<file path="src/inc/pbm_pkg.sv">
// constants for the basic management status register block
package pbm_pkg;
   // management register addresses
   localparam logic [4:0]  ADDR_CONTROL   = 5'h00;
   localparam logic [4:0]  ADDR_STATUS    = 5'h01;
   localparam logic [4:0]  ADDR_IDENT_ONE = 5'h02;
   localparam logic [4:0]  ADDR_EXT_STAT  = 5'h0F;

   // control register fixed tail bit positions
   localparam int          CTL_SPEED_HIGH  = 6;
   localparam int          CTL_ONE_WAY     = 5;
   localparam int          CTL_COLL_TEST   = 7;
   localparam int          CTL_DUPLEX      = 8;
   localparam int          CTL_SPEED_LOW   = 13;

   // control register fixed values
   localparam logic        DUPLEX_VAL      = 1'b1;
   localparam logic        COLL_TEST_VAL   = 1'b0;
   localparam logic [1:0]  SPEED_VAL       = 2'b00;
   localparam logic        ONE_WAY_VAL     = 1'b0;

   // status register bit positions
   localparam int          ST_FOUR_PAIR    = 15;
   localparam int          ST_FAST_FULL    = 14;
   localparam int          ST_FAST_HALF    = 13;
   localparam int          ST_TEN_FULL     = 12;
   localparam int          ST_TEN_HALF     = 11;
   localparam int          ST_T2_FULL      = 10;
   localparam int          ST_T2_HALF      = 9;
   localparam int          ST_EXT_STATUS   = 8;
   localparam int          ST_ONE_WAY      = 7;
   localparam int          ST_PREAMBLE     = 6;
   localparam int          ST_NEG_DONE     = 5;
   localparam int          ST_FAR_FAULT    = 4;
   localparam int          ST_NEG_CAPABLE  = 3;
   localparam int          ST_LINK_LATCHED = 2;
   localparam int          ST_JABBER       = 1;
   localparam int          ST_EXT_REGS     = 0;

   // status register values
   localparam logic [15:0] STATUS_RESET    = 16'h1009;
   localparam logic        ABILITY_YES     = 1'b1;
   localparam logic        ABILITY_NO      = 1'b0;

   // identifier word, value arbitrary
   localparam logic [15:0] IDENT_ONE_VAL   = 16'h5A3C;

   // data returned for an unmapped address
   localparam logic [15:0] UNMAPPED_VAL    = 16'h0000;

   // access sequencer states, one-hot
   typedef enum logic [2:0] {
      ACC_IDLE  = 3'b001,
      ACC_READ  = 3'b010,
      ACC_WRITE = 3'b100
   } pbm_acc_t;
endpackage

</file>
<file path="src/design/pbm_latch_low.sv">
// latch-low link status flag
`timescale 1ns/1ps
`default_nettype none
module pbm_latch_low (
   // clock and reset
   input  wire logic ref_clk,
   input  wire logic rstn,
   // live level and read clear
   input  wire logic live,
   input  wire logic clear,
   // reported value
   output logic      value
);
   logic held_q;
   logic held_d;

   // a failure holds the bit low; a read releases it unless the link fails again
   always_comb begin
      held_d = held_q;
      if (clear) begin
         held_d = 1'b0;
      end
      if (!live) begin
         held_d = 1'b1;
      end
   end

   always_ff @(posedge ref_clk or negedge rstn) begin
      if (!rstn) begin
         held_q <= 1'b0;
      end else begin
         held_q <= held_d;
      end
   end

   assign value = live & ~held_q;
endmodule
`default_nettype wire

</file>
<file path="src/design/pbm_status_word.sv">
// assembles the basic status word
`timescale 1ns/1ps
`default_nettype none
module pbm_status_word (
   // live inputs
   input  wire logic        negotiation_done_bit,
   input  wire logic        link_up_latched_low,
   // status word
   output logic [15:0]      status
);
   always_comb begin
      status                                    = 16'h0000;
      status[pbm_pkg::ST_FOUR_PAIR]             = pbm_pkg::ABILITY_NO;
      status[pbm_pkg::ST_FAST_FULL]             = pbm_pkg::ABILITY_NO;
      status[pbm_pkg::ST_FAST_HALF]             = pbm_pkg::ABILITY_NO;
      status[pbm_pkg::ST_TEN_FULL]              = pbm_pkg::ABILITY_YES;
      status[pbm_pkg::ST_TEN_HALF]              = pbm_pkg::ABILITY_NO;
      status[pbm_pkg::ST_T2_FULL]               = pbm_pkg::ABILITY_NO;
      status[pbm_pkg::ST_T2_HALF]               = pbm_pkg::ABILITY_NO;
      status[pbm_pkg::ST_EXT_STATUS]            = pbm_pkg::ABILITY_NO;
      status[pbm_pkg::ST_ONE_WAY]               = pbm_pkg::ABILITY_NO;
      status[pbm_pkg::ST_PREAMBLE]              = pbm_pkg::ABILITY_NO;
      status[pbm_pkg::ST_NEG_DONE]              = negotiation_done_bit;
      status[pbm_pkg::ST_FAR_FAULT]             = pbm_pkg::ABILITY_NO;
      status[pbm_pkg::ST_NEG_CAPABLE]           = pbm_pkg::ABILITY_YES;
      status[pbm_pkg::ST_LINK_LATCHED]          = link_up_latched_low;
      status[pbm_pkg::ST_JABBER]                = pbm_pkg::ABILITY_NO;
      status[pbm_pkg::ST_EXT_REGS]              = pbm_pkg::ABILITY_YES;
   end
endmodule
`default_nettype wire

</file>
<file path="src/design/pbm_mgmt_regs.sv">
// basic management control tail, status and identifier registers
//
// Function
// - duplex bit of control ignores writes and always reads one
// - collision test bit of control ignores writes and always reads zero
// - both speed select bits ignore writes and read binary 00
// - one-way enable bit ignores writes and always reads zero
// - status bits 15, 14, 13 always read zero
// - status bit 12, ten megabit full duplex ability, always reads one
// - status bits 11, 10, 9 always read zero
// - extended status present bit reads zero; no register at 0xF
// - status bit 7, one-way ability, always reads zero
// - status bit 6 reads zero; station must always send full preamble
// - status bit 5 follows the negotiation done flag
// - status bit 4, far fault, always reads zero
// - status bit 3, negotiation capable, always reads one
// - status bit 2 latches low on link failure until status is read
// - status bit 1, jabber seen, always reads zero
// - status bit 0, extended registers present, always reads one
// - identifier one register is read-only, fixed sixteen bit constant
// - status register at address 0x1, reset value 0x1009
`timescale 1ns/1ps
`default_nettype none
module pbm_mgmt_regs (
   // clock and reset
   input  wire logic        ref_clk,
   input  wire logic        rstn,
   // management register port
   input  wire logic [4:0]  mgmt_addr,
   input  wire logic        mgmt_rd,
   input  wire logic        mgmt_wr,
   input  wire logic [15:0] mgmt_wdata,
   output logic             mgmt_ready,
   output logic [15:0]      mgmt_rdata,
   output logic             mgmt_rvalid,
   output logic             mgmt_wack,
   // phy core status
   input  wire logic        negotiation_done_flag,
   input  wire logic        link_up_live
);
   pbm_pkg::pbm_acc_t state_q;
   pbm_pkg::pbm_acc_t state_d;
   logic [15:0]       rdata_q;
   logic [15:0]       rdata_d;
   logic [15:0]       wdata_seen_q;
   logic [15:0]       status_word;
   logic [15:0]       control_word;
   logic              link_up_latched_low;
   logic              rd_take;
   logic              wr_take;
   logic              status_clear;

   // address compare used by decode, clear and checks
   function automatic logic addr_is(input logic [4:0] a, input logic [4:0] r);
      addr_is = (a == r);
   endfunction

   // request acceptance; a read wins over a write in the same cycle
   assign mgmt_ready = (state_q == pbm_pkg::ACC_IDLE);
   assign rd_take    = mgmt_ready & mgmt_rd;
   assign wr_take    = mgmt_ready & mgmt_wr & ~mgmt_rd;
   assign mgmt_rvalid = (state_q == pbm_pkg::ACC_READ);
   assign mgmt_wack   = (state_q == pbm_pkg::ACC_WRITE);

   // access sequencer
   always_comb begin
      state_d = state_q;
      case (state_q)
         pbm_pkg::ACC_IDLE: begin
            if (rd_take) begin
               state_d = pbm_pkg::ACC_READ;
            end else if (wr_take) begin
               state_d = pbm_pkg::ACC_WRITE;
            end
         end
         pbm_pkg::ACC_READ: begin
            state_d = pbm_pkg::ACC_IDLE;
         end
         pbm_pkg::ACC_WRITE: begin
            state_d = pbm_pkg::ACC_IDLE;
         end
         default: begin
            state_d = pbm_pkg::ACC_IDLE;
         end
      endcase
   end

   always_ff @(posedge ref_clk or negedge rstn) begin
      if (!rstn) begin
         state_q <= pbm_pkg::ACC_IDLE;
      end else begin
         state_q <= state_d;
      end
   end

   // control register fixed tail; other control bits are outside this block
   always_comb begin
      control_word                          = 16'h0000;
      control_word[pbm_pkg::CTL_DUPLEX]     = pbm_pkg::DUPLEX_VAL;
      control_word[pbm_pkg::CTL_COLL_TEST]  = pbm_pkg::COLL_TEST_VAL;
      control_word[pbm_pkg::CTL_SPEED_LOW]  = pbm_pkg::SPEED_VAL[1];
      control_word[pbm_pkg::CTL_SPEED_HIGH] = pbm_pkg::SPEED_VAL[0];
      control_word[pbm_pkg::CTL_ONE_WAY]    = pbm_pkg::ONE_WAY_VAL;
   end

   // link status latch, released by a status read
   assign status_clear = rd_take & addr_is(mgmt_addr, pbm_pkg::ADDR_STATUS);

   pbm_latch_low u_link_latch (
      .ref_clk (ref_clk),
      .rstn    (rstn),
      .live    (link_up_live),
      .clear   (status_clear),
      .value   (link_up_latched_low)
   );

   // fixed abilities and live flags
   pbm_status_word u_status (
      .negotiation_done_bit (negotiation_done_flag),
      .link_up_latched_low  (link_up_latched_low),
      .status               (status_word)
   );

   // read decode; unmapped addresses, 0xF included, return zero
   always_comb begin
      rdata_d = rdata_q;
      if (rd_take) begin
         if (addr_is(mgmt_addr, pbm_pkg::ADDR_CONTROL)) begin
            rdata_d = control_word;
         end else if (addr_is(mgmt_addr, pbm_pkg::ADDR_STATUS)) begin
            rdata_d = status_word;
         end else if (addr_is(mgmt_addr, pbm_pkg::ADDR_IDENT_ONE)) begin
            rdata_d = pbm_pkg::IDENT_ONE_VAL;
         end else begin
            rdata_d = pbm_pkg::UNMAPPED_VAL;
         end
      end
   end

   always_ff @(posedge ref_clk or negedge rstn) begin
      if (!rstn) begin
         rdata_q <= 16'h0000;
      end else begin
         rdata_q <= rdata_d;
      end
   end

   assign mgmt_rdata = rdata_q;

   // write data is taken and dropped; nothing here is writable
   always_ff @(posedge ref_clk or negedge rstn) begin
      if (!rstn) begin
         wdata_seen_q <= 16'h0000;
      end else if (wr_take) begin
         wdata_seen_q <= mgmt_wdata;
      end
   end

   logic rd_ctl;
   logic rd_st;
   logic rd_id;
   assign rd_ctl = rd_take & addr_is(mgmt_addr, pbm_pkg::ADDR_CONTROL);
   assign rd_st  = status_clear;
   assign rd_id  = rd_take & addr_is(mgmt_addr, pbm_pkg::ADDR_IDENT_ONE);
endmodule
`default_nettype wire

</file>
<file path="config.mk">
export PLATFORM = sky130hd
export DESIGN_NAME = pbm_mgmt_regs
export DESIGN_NICKNAME = d
export VERILOG_FILES = /design/src/inc/pbm_pkg.sv /design/src/design/pbm_latch_low.sv /design/src/design/pbm_status_word.sv /design/src/design/pbm_mgmt_regs.sv
export SDC_FILE = /design/constraint.sdc
export NUM_CORES = 1
export LEC_CHECK = 0
export BUFFER_PORTS_ARGS = -buffer_cell sky130_fd_sc_hd__buf_4
export CORE_MARGIN = 4
export CORE_UTILIZATION = 35
export CTS_CLUSTER_DIAMETER = 50
export CTS_CLUSTER_SIZE = 28
export DETAILED_ROUTE_END_ITERATION = 8
export PLACE_DENSITY_LB_ADDON = 0.05
export SYNTH_ARGS = -nofsm -noshare
export SYNTH_HDL_FRONTEND = slang
export SYNTH_HIERARCHICAL = 1
export SYNTH_SLANG_ARGS = --single-unit
</file>
<file path="constraint.sdc">
create_clock -name ref_clk -period 1.7 [get_ports ref_clk]
set_input_delay 0.085 -clock ref_clk [delete_from_list [all_inputs] [get_ports ref_clk]]
set_output_delay 0.085 -clock ref_clk [all_outputs]
set_load 0.01 [all_outputs]
</file>
==> reports/results.txt <==
via count: 742
Final HPWL DP: 1327 µm
sequential area share after synthesis: 0.5006
largest net degree at the start of global routing: 21
Setup Skew: 0.009743 ns
number of diodes: 0
Pwr per Cell Area: 1056 mW/mm²
cell area after synthesis: 0.001002 mm²
synth top area cells: dfrtp_1 (47%), buf_4 (12%), nand2_1 (9.4%)
Fin Hold WS: 0.05713 ns
Synth Area in Compound Gates: 0.1373
TNS Setup: 0 ns
most frequent cell after synthesis: nand2_1
final setup margin: 0.1994 ns
Tcrit/Tclk final: 0.8827
Inst Count DP: 161
H-tree levels: 1
total track usage: 0.1175
Worst-Margin Slew: 0.5607 ns
Fmax achieved: 0.6664 GHz
post-route ant nets: 0
drt via density: 4.339
Ys Warns: 6
endpoints failing hold: 0
nets: 168
setup violators final: 0
# Post-CTS Setup Buffers: 0
Post-synth top cells: nand2_1 (25), dfrtp_1 (19), buf_4 (16)
TritonCTS clock tree: built
Inserted Clock Buffers: 3
chip height: 61.51 µm
CP Class: register to register
Crit Path Max Fanout: 4
worst endpoint data arrival time: 1.74 ns
Slew headroom: 0.6254
initial detailed-routing violation count: 38
Max-Cap Viols: 0
Initial Util: 0.3634
flip-flop and latch area: 501.7 µm²
Main synth FF type: dfrtp_1
Distinct cells, synth: 21
total wire length: 1959 µm
clock-pin slew on the worst setup and hold paths: 0.13 ns
vias in the first global route: 671
final max-slew violation count: 0
die area: 0.003783 mm²
Synth area leader: dfrtp_1
Crit. End Element: register
router iterations before antenna repair: 4
post-layout util: 0.4682
antenna violations before repair: 0
Tmin final: 1.501 ns
Critical Path RT: 1.94 ns
Adder-Cell Fraction of Synth Area: 0
area of the multi-input gates: 385.4 µm²
largest family of logic cells by synthesized area: simple AND/OR/NAND/NOR gates
xor-xnor portion of the synthesized cell area: 0
grt ovf: 0
CTS Root Cell: clkbuf_4
global-route wire length before repair: 3167 µm
Avg Cell Area, Syn: 9.366 µm²
placed inst area: 0.001174 mm²
CP Cell Sequence: nor3b_2, o21ai_0, dlygate4sd3_1
num ports: 46
Core Area: 0.002758 mm²
peak supply drop: 0.6397 mV
Gate Count Post-Synth: 107
leakage: 0.6434 nW
Worst Setup Slack post-DPL: 0.3192 ns
Routability Congestion: 0.6827
DRC: 0
nature of the critical path startpoint: register
Final Power: 1.363 mW
mux cell area share after synthesis: 0
num rows: 19
Post-synth EDFFs: 0
area grow syn2layout: 28.84%
Fill cells: 273
post-layout instance area: 0.001291 mm²
flops & latches, synth: 20
status: finished clean
slowest stage delay, CP: 0.57 ns
DIE WIDTH: 61.51 µm
I/O Buffers: 29
final cell count without fillers: 171
clock latency on the worst-skew pair: 0.30 ns
per-cell routed wire length: 11.46 µm
FFs w/ async S/R, synth: 1.000
clk sink count: 20
RSZ-0062 raised after global routing: no
Simple-Gate Fraction of Synth Area: 0.1898
worst hold-check path type: input pin to register
share of cells above drive strength 1: 0.3000
Synth top area share: 0.4744
Slowest-stage cell, CP: dfstp_2
Max clock buf depth: 2
-- registers in the layout, summed over array words and instances, names as in the netlist --
register and flops:
u_link_latch/held_q 1, mgmt_rdata 16, state_q 3
-- power by group --
group	internal (mW)	leakage (nW)	total [mW]	switching, mW
combinational	0.181	0.348	0.383	0.202
sequential	0.544	0.267	0.587	0.0425
clock	0.238	0.0279	0.394	0.155
total	0.963	0.643	1.36	0.400
-- worst max-delay path: cells and delay by family (launching register included) --
| kind | cells | cell delay, ns |
|---|---|---|
| AOI/OAI and AO/OA | 1 | 0.10 |
| buffers and inverters | 1 | 0.56 |
| DFF | 1 | 0.57 |
| and+or+nand+nor | 1 | 0.21 |
-- timing repair --
action,in CTS,in global routing
resized for setup,0,1
setup endpoints to repair,0,1
hold buffers,6,0
hold endpoints to repair,24,0
-- cells in the final DEF, fill, tap and decap left out --
cell	instances
nor3b_1	2
nor3b_2	1
o21ai_0	15
dfrtp_1	19
dfstp_2	1
nand2_4	1
nor3_4	1
clkbuf_4	3
conb_1	14
o31ai_2	1
and2b_2	1
inv_1	1
nand4bb_1	1
nor2b_1	3
dlygate4sd3_1	6
clkinv_8	1
buf_4	31
nor2_1	2
o21ai_1	2
a21oi_1	8
bufinv_16	1
nand2_1	25
-- layout make-up --
class	count	area share
Tap cell	31	0.03004
Clock buffer	3	0.01744
Timing Repair Buffer	37	0.2267
Multi-Input combinational cell	77	0.2984
Inverter	2	0.01550
Clock inverter	1	0.02326
Sequential cell	20	0.3886
-- logic make-up (layout without fill, tap and decap cells) --
family,count (synthesis),in the layout
DFF,20,20
other,2,14
buffers and inverters,22,43
AOI/OAI and AO/OA,26,26
and+or+nand+nor,37,37
-- worst paths after layout --
| kind | from | endpoint | slack (ns) | cells past startpoint |
|---|---|---|---|---|
| setup reg to reg | state_q[0] | state_q[0] | 0.20 | 3 |
| min in group asynchronous | rstn | mgmt_rdata[5] | 0.18 | 2 |
| hold reg to reg | mgmt_rdata[6] | mgmt_rdata[6] | 0.50 | 2 |
| hold / removal | negotiation_done_flag | mgmt_rdata[5] | 0.06 | 3 |
| max in group asynchronous | rstn | state_q[0] | 1.24 | 2 |
| setup / recovery | state_q[0] | state_q[0] | 0.20 | 3 |
-- per-layer routing --
| metal | wire length, µm | share of wire | GRT usage |
|---|---|---|---|
| met5 | 0 | 0 | 0 |
| met4 | 17 | 0.0087 | 0.06364 |
| met2 | 888 | 0.45 | 0.1704 |
| met3 | 124 | 0.063 | 0.02725 |
| met1 | 929 | 0.47 | 0.1609 |
Power figures use the tool's default switching activity.
